## config.mk

```make
export PLATFORM = sky130hd
export DESIGN_NAME = supply_supervisor_watchdog
export DESIGN_NICKNAME = d
export VERILOG_FILES = /design/src/core/supervisor_pkg.sv /design/src/core/supply_supervisor_watchdog.sv
export SDC_FILE = /design/constraint.sdc
export NUM_CORES = 1
export LEC_CHECK = 0
export ABC_AREA = 1
export BUFFER_PORTS_ARGS = -buffer_cell sky130_fd_sc_hd__buf_2
export CORE_ASPECT_RATIO = 1.1
export CORE_MARGIN = 3
export CORE_UTILIZATION = 52
export CTS_CLUSTER_DIAMETER = 150
export DETAILED_ROUTE_END_ITERATION = 10
export GPL_TIMING_DRIVEN = 0
export HOLD_SLACK_MARGIN = 0.06
export PLACE_DENSITY = 0.77
export SLEW_MARGIN = 20
export SYNTH_ARGS = -nofsm -noshare
export SYNTH_HDL_FRONTEND = slang
export SYNTH_SLANG_ARGS = --single-unit
```

## constraint.sdc

```tcl
create_clock -name pclk -period 2.1 [get_ports pclk]
set_input_delay 0.42 -clock pclk [delete_from_list [all_inputs] [get_ports pclk]]
set_output_delay 0.42 -clock pclk [all_outputs]
set_load 0.01 [all_outputs]
```

## src/core/supervisor_pkg.sv

```systemverilog
// Operation
// - steady kick past timeout: fault low, reset
// - fault stays low until next kick change or watchdog off
// - floating kick input disables the watchdog
// - fault flag high while kick floats
// - supply-low indicator follows threshold one cycle later, no stretch
// - reset while supply low, then stretched
// - open-drain high reset inverts low reset
// - memory select gate opens only outside reset
// - select held low at most 16us
// - select pin picks internal or external timebase
// - timebase level picks fast or slow watchdog
// - backup comparator never touches reset
// - early-fail output follows its comparator only
// - kick changes under 100ns are ignored
// - fast mode: 100ms, first period 1.6s
// - watchdog frozen while supply below threshold
// - backup flag needs supply below both levels
package supervisor_pkg;

  // ************************************************************
  // timing
  // ************************************************************
  localparam int unsigned CLK_HZ        = 100_000_000;
  localparam int unsigned CLK_PERIOD_NS = 10;
  localparam int unsigned WD_LONG_MS    = 1600;
  localparam int unsigned WD_SHORT_MS   = 100;
  localparam int unsigned RST_MS        = 200;
  localparam int unsigned CE_HOLD_US    = 16;
  localparam int unsigned KICK_MIN_NS   = 100;
  // longest times round down, least times round up
  localparam int unsigned WD_LONG_CYC   = WD_LONG_MS * (CLK_HZ / 1000);
  localparam int unsigned WD_SHORT_CYC  = WD_SHORT_MS * (CLK_HZ / 1000);
  localparam int unsigned RST_CYC       = RST_MS * (CLK_HZ / 1000);
  localparam logic [10:0] CE_HOLD_CYC   = 11'(CE_HOLD_US * (CLK_HZ / 1_000_000));
  localparam logic [3:0]  KICK_MIN_CYC  =
    4'((KICK_MIN_NS + CLK_PERIOD_NS - 1) / CLK_PERIOD_NS);
  // external timebase periods, in timebase edges
  localparam logic [31:0] EXT_WD_NORM   = 32'h0000_0400;
  localparam logic [31:0] EXT_WD_FIRST  = 32'h0000_1000;
  localparam logic [31:0] EXT_RST       = 32'h0000_0800;

  // ************************************************************
  // register map
  // ************************************************************
  localparam logic [7:0] CTRL_OFS       = 8'h00;
  localparam logic [7:0] STATUS_OFS     = 8'h04;
  localparam logic [7:0] IRQ_STATUS_OFS = 8'h08;
  localparam logic [7:0] IRQ_ENABLE_OFS = 8'h0c;
  localparam logic [7:0] IRQ_CLEAR_OFS  = 8'h10;
  localparam logic       CTRL_RESET     = 1'b1;
  localparam int unsigned EVT_W         = 4;

  // live state shown in the status register
  typedef struct packed {
    logic first_period;
    logic backup_active;
    logic reset_active;
    logic watchdog_fault_n;
    logic supply_low_n;
  } status_s;

  // sticky events, same layout in status, enable and clear
  typedef struct packed {
    logic early_fail_fall;
    logic reset_release;
    logic supply_fall;
    logic wd_timeout;
  } event_s;

  typedef enum logic [1:0] {
    ST_HOLD,
    ST_STRETCH,
    ST_RUN
  } sup_state_e;

endpackage : supervisor_pkg

```

## src/core/supply_supervisor_watchdog.sv

```systemverilog
// Design decisions made here: the register addresses and the APB interface to the registers.
`timescale 1ns/1ps
`default_nettype none
module supply_supervisor_watchdog #(
  parameter int unsigned WD_LONG  = supervisor_pkg::WD_LONG_CYC,
  parameter int unsigned WD_SHORT = supervisor_pkg::WD_SHORT_CYC,
  parameter int unsigned RST_LEN  = supervisor_pkg::RST_CYC
) (
  input  wire logic        pclk,
  input  wire logic        presetn,
  input  wire logic        psel,
  input  wire logic        penable,
  input  wire logic        pwrite,
  input  wire logic [31:0] paddr,
  input  wire logic [31:0] pwdata,
  output logic [31:0]      prdata,
  output logic             pready,
  output logic             pslverr,
  output logic             irq,
  input  wire logic        supply_below,
  input  wire logic        supply_below_backup,
  input  wire logic        watchdog_kick_in,
  input  wire logic        watchdog_kick_float,
  input  wire logic        timebase_select,
  input  wire logic        timebase_in,
  input  wire logic        early_fail_sense,
  input  wire logic        mem_select_in_n,
  output logic             mem_select_out_n,
  output logic             watchdog_fault_n,
  output logic             supply_low_n,
  output logic             reset_n,
  output logic             reset_hi_o,
  output logic             reset_hi_oe,
  output logic             early_fail_n,
  output logic             backup_active
);
  import supervisor_pkg::*;

  function automatic logic addr_is(input logic [31:0] a, input logic [7:0] ofs);
    addr_is = (a[31:8] == 24'h000000) && (a[7:0] == ofs);
  endfunction : addr_is

  // ************************************************************
  // kick filter and timebase
  // ************************************************************
  logic       kick_level_reg;
  logic       kick_level_next;
  logic [3:0] kick_cnt_reg;
  logic [3:0] kick_cnt_next;
  logic       kick_edge;
  logic       tb_prev_reg;
  logic       tick;

  // a change must stand for the minimum width before it counts
  always_comb begin
    kick_level_next = kick_level_reg;
    kick_cnt_next   = 4'h0;
    kick_edge       = 1'b0;
    if (watchdog_kick_in != kick_level_reg) begin
      if (kick_cnt_reg == KICK_MIN_CYC - 4'h1) begin
        kick_level_next = watchdog_kick_in;
        kick_edge       = 1'b1;
      end else begin
        kick_cnt_next = kick_cnt_reg + 4'h1;
      end
    end
  end

  // internal oscillator is pclk; external mode counts rising edges
  assign tick = timebase_select | (timebase_in & ~tb_prev_reg);

  always_ff @(posedge pclk or negedge presetn) begin
    if (!presetn) begin
      kick_level_reg <= 1'b0;
      kick_cnt_reg   <= 4'h0;
      tb_prev_reg    <= 1'b0;
    end else begin
      kick_level_reg <= kick_level_next;
      kick_cnt_reg   <= kick_cnt_next;
      tb_prev_reg    <= timebase_in;
    end
  end

  // ************************************************************
  // reset stretcher and watchdog
  // ************************************************************
  sup_state_e  state_reg;
  sup_state_e  state_next;
  logic [31:0] rst_cnt_reg;
  logic [31:0] rst_cnt_next;
  logic [31:0] wd_cnt_reg;
  logic [31:0] wd_cnt_next;
  logic        fault_n_reg;
  logic        fault_n_next;
  logic        first_reg;
  logic        first_next;
  logic        reset_active_reg;
  logic        reset_active_next;
  logic        wd_timeout;
  logic        wd_run;
  logic        wd_off;
  logic [31:0] wd_limit;
  logic [31:0] rst_limit;
  logic        ctrl_wd_en_reg;

  // timeout lengths for the selected timebase
  always_comb begin
    if (timebase_select) begin
      rst_limit = RST_LEN;
      if (first_reg || timebase_in) begin
        wd_limit = WD_LONG;
      end else begin
        wd_limit = WD_SHORT;
      end
    end else begin
      rst_limit = EXT_RST;
      wd_limit  = first_reg ? EXT_WD_FIRST : EXT_WD_NORM;
    end
  end

  // battery comparator is deliberately absent from all of this
  assign wd_off = ~ctrl_wd_en_reg | watchdog_kick_float | supply_below;
  assign wd_run = (state_reg == ST_RUN) & ~wd_off;

  // state, counters and fault flag
  always_comb begin
    state_next   = state_reg;
    rst_cnt_next = rst_cnt_reg;
    wd_cnt_next  = wd_cnt_reg;
    first_next   = first_reg;
    wd_timeout   = 1'b0;
    case (state_reg)
      ST_HOLD: begin
        rst_cnt_next = 32'h0;
        state_next   = ST_STRETCH;
      end
      ST_STRETCH: begin
        if (tick) begin
          if (rst_cnt_reg >= rst_limit - 32'h1) begin
            state_next = ST_RUN;
            first_next = 1'b1;
          end else begin
            rst_cnt_next = rst_cnt_reg + 32'h1;
          end
        end
      end
      ST_RUN: begin
        rst_cnt_next = 32'h0;
      end
      default: begin
        state_next = ST_HOLD;
      end
    endcase
    if (!wd_run) begin
      wd_cnt_next = 32'h0;
    end else if (kick_edge) begin
      wd_cnt_next = 32'h0;
      first_next  = 1'b0;
    end else if (tick) begin
      if (wd_cnt_reg >= wd_limit - 32'h1) begin
        wd_timeout   = 1'b1;
        wd_cnt_next  = 32'h0;
        state_next   = ST_STRETCH;
        rst_cnt_next = 32'h0;
      end else begin
        wd_cnt_next = wd_cnt_reg + 32'h1;
      end
    end
    if (supply_below) begin
      state_next = ST_HOLD;
    end
    reset_active_next = (state_next != ST_RUN);
    if (wd_off) begin
      fault_n_next = 1'b1;
    end else if (wd_timeout) begin
      fault_n_next = 1'b0;
    end else if (kick_edge) begin
      fault_n_next = 1'b1;
    end else begin
      fault_n_next = fault_n_reg;
    end
  end

  always_ff @(posedge pclk or negedge presetn) begin
    if (!presetn) begin
      state_reg        <= ST_HOLD;
      rst_cnt_reg      <= 32'h0;
      wd_cnt_reg       <= 32'h0;
      first_reg        <= 1'b1;
      fault_n_reg      <= 1'b1;
      reset_active_reg <= 1'b1;
    end else begin
      state_reg        <= state_next;
      rst_cnt_reg      <= rst_cnt_next;
      wd_cnt_reg       <= wd_cnt_next;
      first_reg        <= first_next;
      fault_n_reg      <= fault_n_next;
      reset_active_reg <= reset_active_next;
    end
  end

  // ************************************************************
  // memory select gate and plain outputs
  // ************************************************************
  logic        gate_open_reg;
  logic        gate_open_next;
  logic [10:0] hold_cnt_reg;
  logic [10:0] hold_cnt_next;
  logic        mem_out_n_reg;
  logic        supply_low_n_reg;
  logic        early_fail_n_reg;
  logic        backup_reg;

  // gate opens only outside reset; an access in flight gets a short hold
  always_comb begin
    gate_open_next = gate_open_reg;
    hold_cnt_next  = 11'h000;
    if (!reset_active_next) begin
      gate_open_next = 1'b1;
    end else if (gate_open_reg) begin
      if (mem_select_in_n || hold_cnt_reg == CE_HOLD_CYC) begin
        gate_open_next = 1'b0;
      end else begin
        hold_cnt_next = hold_cnt_reg + 11'h001;
      end
    end
  end

  always_ff @(posedge pclk or negedge presetn) begin
    if (!presetn) begin
      gate_open_reg    <= 1'b0;
      hold_cnt_reg     <= 11'h000;
      mem_out_n_reg    <= 1'b1;
      supply_low_n_reg <= 1'b1;
      early_fail_n_reg <= 1'b1;
      backup_reg       <= 1'b0;
    end else begin
      gate_open_reg    <= gate_open_next;
      hold_cnt_reg     <= hold_cnt_next;
      mem_out_n_reg    <= ~(gate_open_next & ~mem_select_in_n);
      supply_low_n_reg <= ~supply_below;
      early_fail_n_reg <= early_fail_sense;
      backup_reg       <= supply_below & supply_below_backup;
    end
  end

  // pins come straight from flip-flops, except reset_n and reset_hi_oe, which invert reset_active_reg, and reset_hi_o, which is tied low
  assign mem_select_out_n = mem_out_n_reg;
  assign supply_low_n     = supply_low_n_reg;
  assign early_fail_n     = early_fail_n_reg;
  assign backup_active    = backup_reg;
  assign watchdog_fault_n = fault_n_reg;
  assign reset_n          = ~reset_active_reg;
  assign reset_hi_o       = 1'b0;
  assign reset_hi_oe      = ~reset_active_reg;

  // ************************************************************
  // apb registers and interrupt
  // ************************************************************
  event_s      evt;
  event_s      irq_status_reg;
  event_s      irq_status_next;
  event_s      irq_enable_reg;
  event_s      irq_enable_next;
  event_s      irq_clear;
  logic        ctrl_wd_en_next;
  logic        supply_prev_reg;
  logic [31:0] prdata_reg;
  logic [31:0] prdata_next;
  status_s     status;
  logic        wr;
  logic        mapped;

  assign status = '{first_reg, backup_reg, reset_active_reg, fault_n_reg, supply_low_n_reg};
  assign evt    = '{early_fail_n_reg & ~early_fail_sense,
                    reset_active_reg & ~reset_active_next,
                    supply_below & ~supply_prev_reg,
                    wd_timeout};
  assign wr     = psel & penable & pwrite;
  assign mapped = addr_is(paddr, CTRL_OFS) | addr_is(paddr, STATUS_OFS)
                | addr_is(paddr, IRQ_STATUS_OFS) | addr_is(paddr, IRQ_ENABLE_OFS)
                | addr_is(paddr, IRQ_CLEAR_OFS);

  // writes, sticky events (set beats clear) and read mux
  always_comb begin
    ctrl_wd_en_next = ctrl_wd_en_reg;
    irq_enable_next = irq_enable_reg;
    irq_clear       = '0;
    prdata_next     = prdata_reg;
    if (wr && addr_is(paddr, CTRL_OFS)) begin
      ctrl_wd_en_next = pwdata[0];
    end
    if (wr && addr_is(paddr, IRQ_ENABLE_OFS)) begin
      irq_enable_next = event_s'(pwdata[EVT_W-1:0]);
    end
    if (wr && addr_is(paddr, IRQ_CLEAR_OFS)) begin
      irq_clear = event_s'(pwdata[EVT_W-1:0]);
    end
    irq_status_next = (irq_status_reg & ~irq_clear) | evt;
    if (psel && !penable) begin
      prdata_next = 32'h0;
      if (addr_is(paddr, CTRL_OFS)) begin
        prdata_next = {31'h0, ctrl_wd_en_reg};
      end else if (addr_is(paddr, STATUS_OFS)) begin
        prdata_next = {27'h0, status};
      end else if (addr_is(paddr, IRQ_STATUS_OFS)) begin
        prdata_next = {28'h0, irq_status_reg};
      end else if (addr_is(paddr, IRQ_ENABLE_OFS)) begin
        prdata_next = {28'h0, irq_enable_reg};
      end
    end
  end

  always_ff @(posedge pclk or negedge presetn) begin
    if (!presetn) begin
      ctrl_wd_en_reg  <= CTRL_RESET;
      irq_enable_reg  <= '0;
      irq_status_reg  <= '0;
      supply_prev_reg <= 1'b0;
      prdata_reg      <= 32'h0;
    end else begin
      ctrl_wd_en_reg  <= ctrl_wd_en_next;
      irq_enable_reg  <= irq_enable_next;
      irq_status_reg  <= irq_status_next;
      supply_prev_reg <= supply_below;
      prdata_reg      <= prdata_next;
    end
  end

  assign prdata  = prdata_reg;
  assign pready  = 1'b1;
  assign pslverr = psel & penable & ~mapped;
  assign irq     = |(irq_status_reg & irq_enable_reg);
endmodule : supply_supervisor_watchdog
`default_nettype wire

```

[Yosys cells after proc, flatten, opt, wreduce, memory -nomap -nowiden]
Cells that the tools add are included.
Operators by class
  add/sub/neg operators: 6
  magnitude comparators: 2
  equal/unequal tests: 11
  mux-type cells: 50
  bitwise gates (word level): 32
  reduce and logical (&&, ||, !) cells: 19
Operator list (number)
  two-way mux 32 bit: 11
  adder 32 x 1 -> 32 bit, second input constant: 2
  greater-or-equal comparator 32 bit: 2
  case mux 32 bit (2 select lines): 1
  subtractor 32 x 1 -> 32 bit, second input constant: 2
  two-way mux 11 bit: 3
  two-way mux 28 bit: 1
  two-way mux 25 bit: 1
  logical NOT 24 bit: 1
  two-way mux 4 bit: 5
  two-way mux 1 bit: 17
  equality test 8 x 4 -> 1 bit, second input constant: 2
  two-way mux 2 bit: 7
  two-way mux 13 bit: 1
  adder 11 x 1 -> 11 bit, second input constant: 1
  equality test 11 bit, second input constant: 1
  inverter 1 bit: 11
  AND 1 bit: 10
  two-way mux 5 bit: 2
  logical AND 1 bit: 9
  AND 4 bit: 2
  equality test 8 x 3 -> 1 bit, second input constant: 1
  equality test 8 x 5 -> 1 bit, second input constant: 1
  logical NOT 8 bit: 1
  18 further kinds: 25
Word-level totals
  flip-flop bits (word level): 133
  input port bits: 77
  output and inout bits: 43
  word-level logic and storage cells: 146

[Longest topological paths before layout]
Gate-level depths: netlist of run 1.
  depth after elaboration: 15
  mapped depth: 16
  mapped depth without buffers: 15

[Worst setup path before layout of run 1]
Ideal clock, no wire load.
  path kind: input to register
  from: in timebase_select
  to: reg wd_cnt_reg[23]
  setup time: 0.071 ns
  arrival time: 2.236 ns
  required time: 2.029 ns
  slack: -0.208 ns
  cell stages on the path: 13
  path buffers: 1
  cells stage by stage: inv_1 > nor3_1 > inv_1 > ha_1 > a21o_1 > nor2_1 > nand3_1 > nand2_1 > nand2_2 > o21ai_2 > inv_2 > buf_2 > nor2_1
On the way
  word-level cells in the longest chain between the ends: 7
  elaborated cells on any way between the ends: 9
  classes of those cells: 1 x add/sub; 1 x order compare; 1 x eq/ne; 5 x mux; 1 x bitwise
Ends and longest elaborated chain
  start, declared: RTL line supply_supervisor_watchdog.sv:24  | input wire logic timebase_select,
  two-way mux 32 bit: RTL line supply_supervisor_watchdog.sv:108  | if (timebase_select) begin
  subtractor 32 x 1 -> 32 bit: RTL line supply_supervisor_watchdog.sv:160  | if (wd_cnt_reg >= wd_limit - 32'h1) begin
  greater-or-equal comparator 32 bit: RTL line supply_supervisor_watchdog.sv:160
  two-way mux 32 bit: RTL line supply_supervisor_watchdog.sv:160
  two-way mux 32 bit: RTL line supply_supervisor_watchdog.sv:159  | end else if (tick) begin
  two-way mux 32 bit: RTL line supply_supervisor_watchdog.sv:156  | end else if (kick_edge) begin
  two-way mux 32 bit: RTL line supply_supervisor_watchdog.sv:154  | if (!wd_run) begin
  end signal, assigned: RTL line supply_supervisor_watchdog.sv:195  | wd_cnt_reg <= wd_cnt_next;
  end, declared: RTL line supply_supervisor_watchdog.sv:91  | logic [31:0] wd_cnt_reg;
Parallel ways exist; a longest one is shown, timed or not. The select of a mux whose other input is x is not followed.
A chain may end at the register's enable or synchronous reset.

[Worst setup path after layout of run 1]
  from: reg first_reg
  to: reg hold_cnt_reg[6]
On the way
  word-level cells in the longest chain between the ends: 12
  elaborated cells on any way between the ends: 13
  classes of those cells: 1 x add/sub; 1 x order compare; 1 x eq/ne; 9 x mux; 1 x reduce/logical
Ends and longest elaborated chain
  start, declared: RTL line supply_supervisor_watchdog.sv:95  | logic first_reg;
  start signal, assigned: RTL line supply_supervisor_watchdog.sv:196  | first_reg <= first_next;
  logical OR 1 bit: RTL line supply_supervisor_watchdog.sv:110  | if (first_reg || timebase_in) begin
  two-way mux 28 bit: RTL line supply_supervisor_watchdog.sv:110
  two-way mux 32 bit *: RTL line supply_supervisor_watchdog.sv:108
  subtractor 32 x 1 -> 32 bit *: RTL line supply_supervisor_watchdog.sv:160
  greater-or-equal comparator 32 bit *: RTL line supply_supervisor_watchdog.sv:160
  two-way mux 2 bit *: RTL line supply_supervisor_watchdog.sv:160
  two-way mux 2 bit *: RTL line supply_supervisor_watchdog.sv:159
  two-way mux 2 bit *: RTL line supply_supervisor_watchdog.sv:156
  two-way mux 2 bit *: RTL line supply_supervisor_watchdog.sv:154
  two-way mux 2 bit *: RTL line supply_supervisor_watchdog.sv:169  | if (supply_below) begin
  inequality test 2 bit *: RTL line supply_supervisor_watchdog.sv:172  | reset_active_next = (state_next != ST_RUN);
  via reset_active_next: RTL line supply_supervisor_watchdog.sv:98  | logic reset_active_next;
  two-way mux 11 bit *: RTL line supply_supervisor_watchdog.sv:218  | if (!reset_active_next) begin
  via hold_cnt_next[6]: RTL line supply_supervisor_watchdog.sv:208  | logic [10:0] hold_cnt_next;
  end signal, assigned: RTL line supply_supervisor_watchdog.sv:239  | hold_cnt_reg <= hold_cnt_next;
  end, declared: RTL line supply_supervisor_watchdog.sv:207  | logic [10:0] hold_cnt_reg;
Mark *: on every way through the listed nets, which the timed path passes. The rest lies on a longest branch.

==> results of run 1 <==
repair_timing:
action	in CTS	in global routing
setup buffers	10	22
gates resized for setup	48	108
cloned	2	4
endpoints found under the hold margin	37	0
endpoints found under the setup margin	77	77
hold buffers	1	0
pin swaps	17	37
where the power goes:
group	leakage, nW	internal (mW)	total [mW]	switching [mW]
sequential	1.42	2.11	2.21	0.0932
combinational	3.02	0.353	0.851	0.498
clock	0.141	0.937	1.74	0.799
cells by family (layout without fill, tap and decap cells):
group,Yosys count,after routing,share of synthesized area
AOI/OAI and AO/OA,63,63,0.0499
xor gates and xnor gates,38,38,0.0448
adders and majority gates,38,38,0.0641
buffers and inverters,176,292,0.107
DFF,106,106,0.359
other,2,39,0.00101
and+or+nand+nor,643,644,0.375
worst max-delay path, cell delays in order (launching register included):
cell and delay, ps:
dfstp_2 610, buf_6 130, o21ai_2 50, ha_1 310
nand2_1 70, a21oi_1 60, nor2_1 110, nand3_2 90
nand2_2 90, nand2_4 80, nand2_4 80, nand3_4 140
buf_12 190, nand2_4 50, inv_2 30
cell usage in the layout (no fill, tap or decap), types with 7 or more instances in the layout:
master	synthesis	final
dfstp_2	7	7
inv_2	15	20
nor3_4	1	7
a21oi_1	14	12
xnor2_1	12	12
xor2_1	26	26
ha_1	38	27
clkbuf_16	0	10
nand4_1	30	30
buf_4	30	53
buf_6	1	11
nand3_1	74	67
o22ai_1	7	7
nor2_2	1	14
nand2_2	5	15
nand2_1	320	298
ha_4	0	10
conb_1	2	39
nand2_4	1	13
nor3_1	27	20
buf_2	10	64
o21ai_1	6	11
nand3_2	2	8
dfrtp_1	99	95
nor2_1	158	136
o21ai_0	22	14
inv_1	113	104
nor2_4	2	11
routing by layer:
metal / vias to the layer above / GRT usage / routed length [um]
li1: 3622 / - / -
met1: 3303 / 0.312 / 8320
met2: 261 / 0.409 / 9670
met3: 49 / 0.0375 / 1160
met4: 0 / 0.0853 / 522
met5: - / 0 / 0
worst min-delay path by stage:
| stage | depth (start not counted) | end | slack, ps |
|---|---|---|---|
| 2_1_floorplan | 0 | backup_active | 120 |
| 3_3_place_gp | 1 | irq_status_reg[1] | 400 |
| 3_5_place_dp | 1 | hold_cnt_reg[7] | 360 |
| 4_1_cts | 1 | early_fail_n | 150 |
| 5_1_grt | 1 | early_fail_n | 150 |
| 6_report | 1 | early_fail_n | 160 |
per-stage QoR:
stage / cell area, um2 / setup WS [ps] / setup TNS, ps / hold WS (ps) / cells
2_1_floorplan: 7620 / -87.7 / -1680 / 124 / 1103
3_3_place_gp: 8170 / -875 / -111470 / 402 / 1353
3_5_place_dp: 8200 / -866 / -52240 / 355 / 1354
4_1_cts: 8780 / -108 / -2960 / 155 / 1383
5_1_grt: 9430 / -238 / -10530 / 154 / 1408
6_report: 9430 / -113 / -2930 / 162 / 1408
area by class of cell:
type / instances / area [um2]
clock buffers: 11 / 233
inverters: 129 / 498
fillers: 1148 / 4480
plain buffers: 46 / 365
multi-input cells: 822 / 4620
repair buffers: 101 / 748
clock inverters: 5 / 63.8
flip-flops and latches: 106 / 2670
well taps: 188 / 235
==> results.sh, run 1 <==
export IMPL_status="finished, violations left"
export IMPL_violations="setup timing"
export IMPL_crit_path_max_fanout=5
export IMPL_portBuffers=62
export IMPL_avgSynthCellArea_um2=6.96
export IMPL_ys_seq_elements=106
export IMPL_rr_worst_depth=14
export IMPL_p_leak_nw=4.58
export IMPL_async_flop_share=1.00
export IMPL_drive_above_1_share=0.234
export IMPL_cts_path_max_buffers=2
export IMPL_yosysTopAreaCell="dfrtp_1"
export IMPL_setup_slack_ps=-113
export IMPL_fin_util=0.678
export IMPL_fin_nets=1330
export IMPL_dieArea_mm2=0.0157
export IMPL_area_growth_pct=27.1
export IMPL_worstSetupPathType="reg -> reg"
export IMPL_cts_buffers=9
export IMPL_fmax_ghz=0.452
export IMPL_hold_violations=0
export IMPL_endpoint="hold_cnt_reg[6]"
export IMPL_die_height_um=131
export IMPL_worstMarginPinSlew_ps=760
export IMPL_cts_htree_levels=3
export IMPL_slew_viol_final=0
export IMPL_grt_max_degree=69
export IMPL_max_slew_margin_rel=0.492
export IMPL_row_count=45
export IMPL_fin_skew_ps=8.52
export IMPL_synthCells=1066
export IMPL_arrival_ps=2480
export IMPL_worstReg2RegEnd="hold_cnt_reg[6]"
export IMPL_netlist_area_mm2=0.00742
export IMPL_gp_congestion=0.995
export IMPL_rrSetupSlack_ps=-110
export IMPL_ys_warn_count=0
export IMPL_core_area_mm2=0.0139
export IMPL_finalCritPeriodShare=1.05
export IMPL_antenna_found_initial=0
export IMPL_drc=0
export IMPL_critPathLaunch="first_reg"
export IMPL_p_per_area_mw_per_mm2=508
export IMPL_power_total_mw=4.79
export IMPL_post_route_min_period_ps=2210
export IMPL_synth_edf_count=0
export IMPL_diodes=0
export IMPL_synth_top_cells_by_area="dfrtp_1, nand2_1, nor2_1"
export IMPL_cp_start_kind="register"
export IMPL_synth_most_common_cell="nand2_1"
export IMPL_initial_core_util=0.534
export IMPL_ir_drop_mv=0.375
export IMPL_clk_latency_ps=360
export IMPL_hp_class="in -> reg"
export IMPL_grt_first_pass_wirelength_um=31200
export IMPL_critPathCaptureType="register"
export IMPL_synth_top_area_share=0.334
export IMPL_ioPinCount=120
export IMPL_grtUsageTotal=0.241
export IMPL_drtAntennaViolNets=0
export IMPL_cts_sink_count=106
export IMPL_die_w_um=120
export IMPL_r2r_start="first_reg"
export IMPL_critPathRequiredTime_ps=2360
export IMPL_root_buffer="clkbuf_16"
export IMPL_via_per_inst=5.14
export IMPL_vias=7235
export IMPL_drt_iter0_markers=714
export IMPL_clkTransAtPathRegs_ps=70
export IMPL_min_from="early_fail_sense"
export IMPL_rsz0062_at_grt="true"
export IMPL_synth_commonest_cells="nand2_1, nor2_1, inv_1"
export IMPL_grt_pass1_vias=6585
export IMPL_dp_hpwl_um=13700
export IMPL_maxCapViolCount=0
export IMPL_overflow=0
export IMPL_synth_cell_types=46
export IMPL_ys_seq_area_frac=0.359
export IMPL_ys_flop_type="dfrtp_1"
export IMPL_wirelength_um=19700
export IMPL_wl_per_cell_um=14.0
export IMPL_dr_pass1_iters=7
export IMPL_setup_viol=44
export IMPL_cts_tree="done"
Note: power is estimated with default switching activity, not from simulation.
==> run 2: changes to the inputs <==
Settings changed: ABC_AREA 1 to 0, CORE_UTILIZATION 52 to 51.
==> run 2 against run 1 <==
Effect of this change: the run still ends with setup timing left; total power decreased by 12%; clock power is 4% lower; synthesized cell count shrank 34%; setup slack lost 540 ps; final cell count decreased by 28%; clock skew about the same; sequential cell count stayed put; via count decreased by 14%; fmax fell by 20%; critical path depth shrank 4; largest cell class unchanged; highest routed layer unchanged.
==> results.sh, run 2 <==
export IMPL_wl_per_cell_um=18.6
export IMPL_grt_max_degree=63
export IMPL_gp_congestion=0.863
export IMPL_layout_commonest_cell="dfrtp_1"
export IMPL_max_slew_margin_rel=0.482
export IMPL_drt_iter0_markers=643
export IMPL_worstSetupPathType="reg -> reg"
export IMPL_synthCells=708
export IMPL_arrival_ps=3000
export IMPL_post_place_ws_ps=-1540
export IMPL_yosysTopAreaCell="dfrtp_1"
export IMPL_drc=0
export IMPL_ir_drop_mv=0.391
export IMPL_cts_tree="done"
export IMPL_synth_most_common_cell="dfrtp_1"
export IMPL_fmax_ghz=0.363
export IMPL_cts_path_max_buffers=2
export IMPL_ys_warn_count=0
export IMPL_dp_hpwl_um=11800
export IMPL_fin_skew_ps=8.43
export IMPL_synth_top_area_share=0.381
export IMPL_worstMarginPinSlew_ps=774
export IMPL_cp_start_kind="register"
export IMPL_fin_nets=976
export IMPL_avgSynthCellArea_um2=9.19
export IMPL_synth_commonest_cells="dfrtp_1, nand2_1, nor2_1"
export IMPL_setup_slack_ps=-657
export IMPL_grtUsageTotal=0.260
export IMPL_post_route_min_period_ps=2760
export IMPL_multiInputGateArea_mm2=0.00411
export IMPL_r2r_start="first_reg"
export IMPL_design_area_mm2=0.00849
export IMPL_root_buffer="clkbuf_16"
export IMPL_drive_above_1_share=0.291
export IMPL_synth_edf_count=0
export IMPL_synth_top_cells_by_area="dfrtp_1, ha_1, nand2_1"
export IMPL_dr_pass1_iters=7
export IMPL_critPathRequiredTime_ps=2340
export IMPL_clk_latency_ps=360
export IMPL_hold_violations=0
export IMPL_ys_seq_area_frac=0.409
export IMPL_dieArea_mm2=0.0142
export IMPL_cts_buffers=9
export IMPL_holdPathStages=1
export IMPL_rsz0062_at_grt="true"
export IMPL_seq_area_mm2=0.00266
export IMPL_ioPinCount=120
export IMPL_maxCapViolCount=0
export IMPL_critPathCaptureType="register"
export IMPL_highest_layer="met4"
export IMPL_grt_pass1_vias=6263
export IMPL_status="finished, violations left"
export IMPL_ys_flop_type="dfrtp_1"
export IMPL_portBuffers=61
export IMPL_rr_worst_depth=10
export IMPL_die_w_um=114
export IMPL_grt_first_pass_wirelength_um=30200
export IMPL_worstReg2RegEnd="gate_open_reg"
export IMPL_vias=6220
export IMPL_fin_util=0.694
export IMPL_clkTransAtPathRegs_ps=70
export IMPL_via_per_inst=6.10
export IMPL_p_leak_nw=3.81
export IMPL_min_from="early_fail_sense"
export IMPL_met3RoutedLength_um=1410
export IMPL_violations="setup timing"
export IMPL_synth_cell_types=62
export IMPL_core_area_mm2=0.0122
export IMPL_netlist_area_mm2=0.00651
export IMPL_finalCritPeriodShare=1.31
export IMPL_antenna_found_initial=0
export IMPL_hp_class="in -> reg"
export IMPL_wirelength_met1_um=7560
export IMPL_setup_viol=78
export IMPL_area_growth_pct=30.5
export IMPL_place_area_mm2=0.00733
export IMPL_cts_sink_count=106
export IMPL_diodes=0
export IMPL_power_total_mw=4.24
export IMPL_layout_common_cells="dfrtp_1, nand2_1, buf_2"
export IMPL_row_count=42
export IMPL_die_height_um=124
export IMPL_slew_viol_final=0
export IMPL_drtAntennaViolNets=0
export IMPL_async_flop_share=1.00
export IMPL_ys_seq_elements=106
export IMPL_p_per_area_mw_per_mm2=499
export IMPL_crit_path_max_fanout=6
export IMPL_wirelength_um=19000
export IMPL_initial_core_util=0.532
export IMPL_overflow=0
export IMPL_met2WireLength_um=9370
export IMPL_cts_htree_levels=3
export IMPL_rrSetupSlack_ps=-660
export IMPL_n_fill_cell=850
export IMPL_setup_tns_ps=-36730
export IMPL_min_to="early_fail_n"
-- run 2: through the flow --
stage	hold slack (ps)	std cells
2_1_floorplan	124	745
3_3_place_gp	399	960
3_5_place_dp	378	961
4_1_cts	163	1010
5_1_grt	163	1020
6_report	171	1020
-- run 2: metal layers --
metal	track usage	up-vias
li1	-	2816
met1	0.326	2963
met2	0.431	367
met3	0.0403	74
met4	0.129	0
met5	0	-
-- run 2: power breakdown --
group          total [mW]  switching (mW)  internal, mW
logic               0.457           0.258         0.198
registers            2.12          0.0358          2.08
clock network        1.67           0.785         0.881
-- run 2: layout make-up --
class                   instances  share of cell area
well taps                     154              0.0227
flip-flops and latches        106               0.313
repair buffers                107              0.0936
multi-input cells             566               0.484
inverters                      15             0.00766
clock inverters                 4             0.00413
clock buffers                  12              0.0302
plain buffers                  56              0.0445
-- run 2: worst max-delay path: stages, from the launching register on --
cell      delay [ps]
dfstp_2          580
buf_6            130
o21ai_4           60
ha_4             280
nand4_1          170
nor4_4           330
a22o_1           230
a311oi_4          50
buf_6            160
o311a_4          370
or2_4            260
-- run 2: worst max path at each step --
| stage | from | end | slack (ps) | depth (start not counted) |
|---|---|---|---|---|
| 3_5_place_dp | timebase_select | rst_cnt_reg[20] | -1540 | 10 |
| 2_1_floorplan | timebase_select | rst_cnt_reg[5] | -610 | 9 |
| 4_1_cts | first_reg | gate_open_reg | -600 | 10 |
| 5_1_grt | first_reg | gate_open_reg | -730 | 10 |
| 3_3_place_gp | timebase_select | hold_cnt_reg[6] | -1430 | 11 |
| 6_report | first_reg | gate_open_reg | -660 | 10 |
-- run 2: what timing repair did --
item | in CTS | in global routing
setup endpoints to repair | 78 | 82
buffers inserted | 31 | 11
pin swaps | 26 | 23
resized for setup | 71 | 46
hold buffers | 1 | 0
hold endpoints to repair | 43 | 0
cloned | 3 | 1
-- run 2: cell families after synthesis --
logic type / Yosys count / synth area share
AO/OA/AOI/OAI: 126 / 0.136
AND/OR/NAND/NOR: 318 / 0.254
buffers and inverters: 74 / 0.0619
flip-flops: 106 / 0.409
multiplexers: 13 / 0.0231
XOR/XNOR: 31 / 0.0417
adder cells (fa/ha/maj): 38 / 0.0730
other: 2 / 0.00115
==> run 3: changes to the inputs <==
Settings changed: CORE_UTILIZATION 51 to 55, PLACE_DENSITY 0.77 to 0.79.
Clock period 2.1 ns to 3.4 ns, I/O delays scaled along.
==> run 3 against run 2 <==
Effect of this change: the flow now finishes without violations; highest routed layer unchanged; non-clock buffer count is 36 lower; setup slack improved by 770 ps; sequential share of layout area is 4.0 points higher; hold slack better by 0.91 ps; first-iteration DRC count shrank 38%; critical path depth increased by 1; die area decreased by 6.9%; clock skew about the same.
==> results.sh, run 3 (synthesis results as in run 2) <==
export IMPL_rsz0062_at_grt="true"
export IMPL_layout_common_cells="dfrtp_1, nand2_1, buf_2"
export IMPL_n_fill_cell=928
export IMPL_via_per_inst=5.92
export IMPL_gp_congestion=0.872
export IMPL_die_w_um=110
export IMPL_fmax_ghz=0.304
export IMPL_status="finished clean"
export IMPL_root_buffer="clkbuf_16"
export IMPL_clkTransAtPathRegs_ps=70
export IMPL_seq_area_mm2=0.00266
export IMPL_p_leak_nw=3.50
export IMPL_die_height_um=120
export IMPL_slew_viol_final=0
export IMPL_critPathCaptureType="register"
export IMPL_hold_buffers=0
export IMPL_cts_path_max_buffers=2
export IMPL_critPathRequiredTime_ps=3640
export IMPL_drive_above_1_share=0.179
export IMPL_initial_core_util=0.564
export IMPL_ir_drop_mv=0.203
export IMPL_crit_path_max_fanout=10
export IMPL_wl_per_cell_um=16.0
export IMPL_arrival_ps=3530
export IMPL_overflow=0
export IMPL_wirelength_um=15600
export IMPL_grtUsageTotal=0.243
export IMPL_layout_commonest_cell="dfrtp_1"
export IMPL_grt_max_degree=83
export IMPL_worstSetupPathType="in -> reg"
export IMPL_drc=0
export IMPL_fin_skew_ps=8.00
export IMPL_fin_util=0.653
export IMPL_hold_violations=0
export IMPL_p_per_area_mw_per_mm2=336
export IMPL_diodes=0
export IMPL_post_route_min_period_ps=3290
export IMPL_multiInputGateArea_mm2=0.00361
export IMPL_cts_tree="done"
export IMPL_clk_latency_ps=360
export IMPL_grt_pass1_vias=5624
export IMPL_core_area_mm2=0.0115
export IMPL_vias=5800
export IMPL_power_total_mw=2.53
export IMPL_portBuffers=61
export IMPL_area_growth_pct=15.8
export IMPL_cts_htree_levels=3
export IMPL_hold_ws_ps=171
export IMPL_cts_buffers=9
export IMPL_hp_class="in -> async"
export IMPL_dr_pass1_iters=4
export IMPL_worstMarginPinSlew_ps=1130
export IMPL_maxCapViolCount=0
export IMPL_max_slew_margin_rel=0.239
export IMPL_ioPinCount=120
export IMPL_finalCritPeriodShare=0.968
export IMPL_dieArea_mm2=0.0132
export IMPL_cp_start_kind="input pin"
export IMPL_dp_hpwl_um=11400
export IMPL_grt_first_pass_wirelength_um=25700
export IMPL_antenna_found_initial=0
export IMPL_fin_nets=939
export IMPL_drtAntennaViolNets=0
export IMPL_drt_iter0_markers=401
export IMPL_setup_viol=0
export IMPL_row_count=41
export IMPL_cts_sink_count=106
## run 3: final cells by class
cell class | instances | area share
Buffer | 59 | 0.0465
Inverter | 15 | 0.00797
Multi-Input combinational cell | 565 | 0.479
Timing Repair Buffer | 68 | 0.0526
Clock inverter | 5 | 0.00514
Clock buffer | 11 | 0.0309
Sequential cell | 106 | 0.353
Tap cell | 150 | 0.0249
## run 3: through the flow
stage | area, um2 | setup slack, ps | cells | TNS, ps
after floorplan | 6650 | 247 | 745 | 0
after global placement | 7140 | -672 | 956 | -32330
after detailed placement | 7170 | -732 | 957 | -36120
after CTS | 7510 | 37.7 | 976 | 0
after global routing | 7540 | -57.6 | 979 | -479
final | 7540 | 108 | 979 | 0
## run 3: power by group
group	internal (mW)	switching, mW
registers	1.29	0.0224
clock network	0.504	0.476
logic	0.105	0.140
total	1.90	0.639
## run 3: repair_timing
action | 4_1_cts | 5_1_grt
resized for setup | 6 | 6
pin swaps | 1 | 0
setup endpoints to repair | 59 | 47
buffers inserted | 3 | 3
## run 3: routing by layer
metal | global-route usage | up-vias | routed length (um)
met5 | 0 | - | 0
met4 | 0.104 | 0 | 391
li1 | - | 2749 | -
met1 | 0.307 | 2808 | 6720
met2 | 0.410 | 212 | 7500
met3 | 0.0350 | 31 | 1030
## run 3: worst max-delay path: stages
cell,delay (ps)
buf_2,220
clkinvlp_4,210
or3_1,480
ha_1,350
a21oi_1,130
o21ai_0,90
a211o_1,330
a311oi_4,330
o311a_2,370
buf_2,260
nor2_1,80
## run 3: path summary, 6_finish.rpt
check                                 from           endpoint  slack [ps]  cells after the start
setup / recovery           timebase_select    hold_cnt_reg[4]         110                     11
max in group asynchronous          presetn     ctrl_wd_en_reg        2530                      2
hold reg to reg            supply_prev_reg  irq_status_reg[1]         420                      1
hold / removal                     presetn    rst_cnt_reg[11]         170                      1
setup reg to reg                 first_reg     wd_cnt_reg[13]         200                     10
min in group pclk          supply_prev_reg  irq_status_reg[1]         420                      1
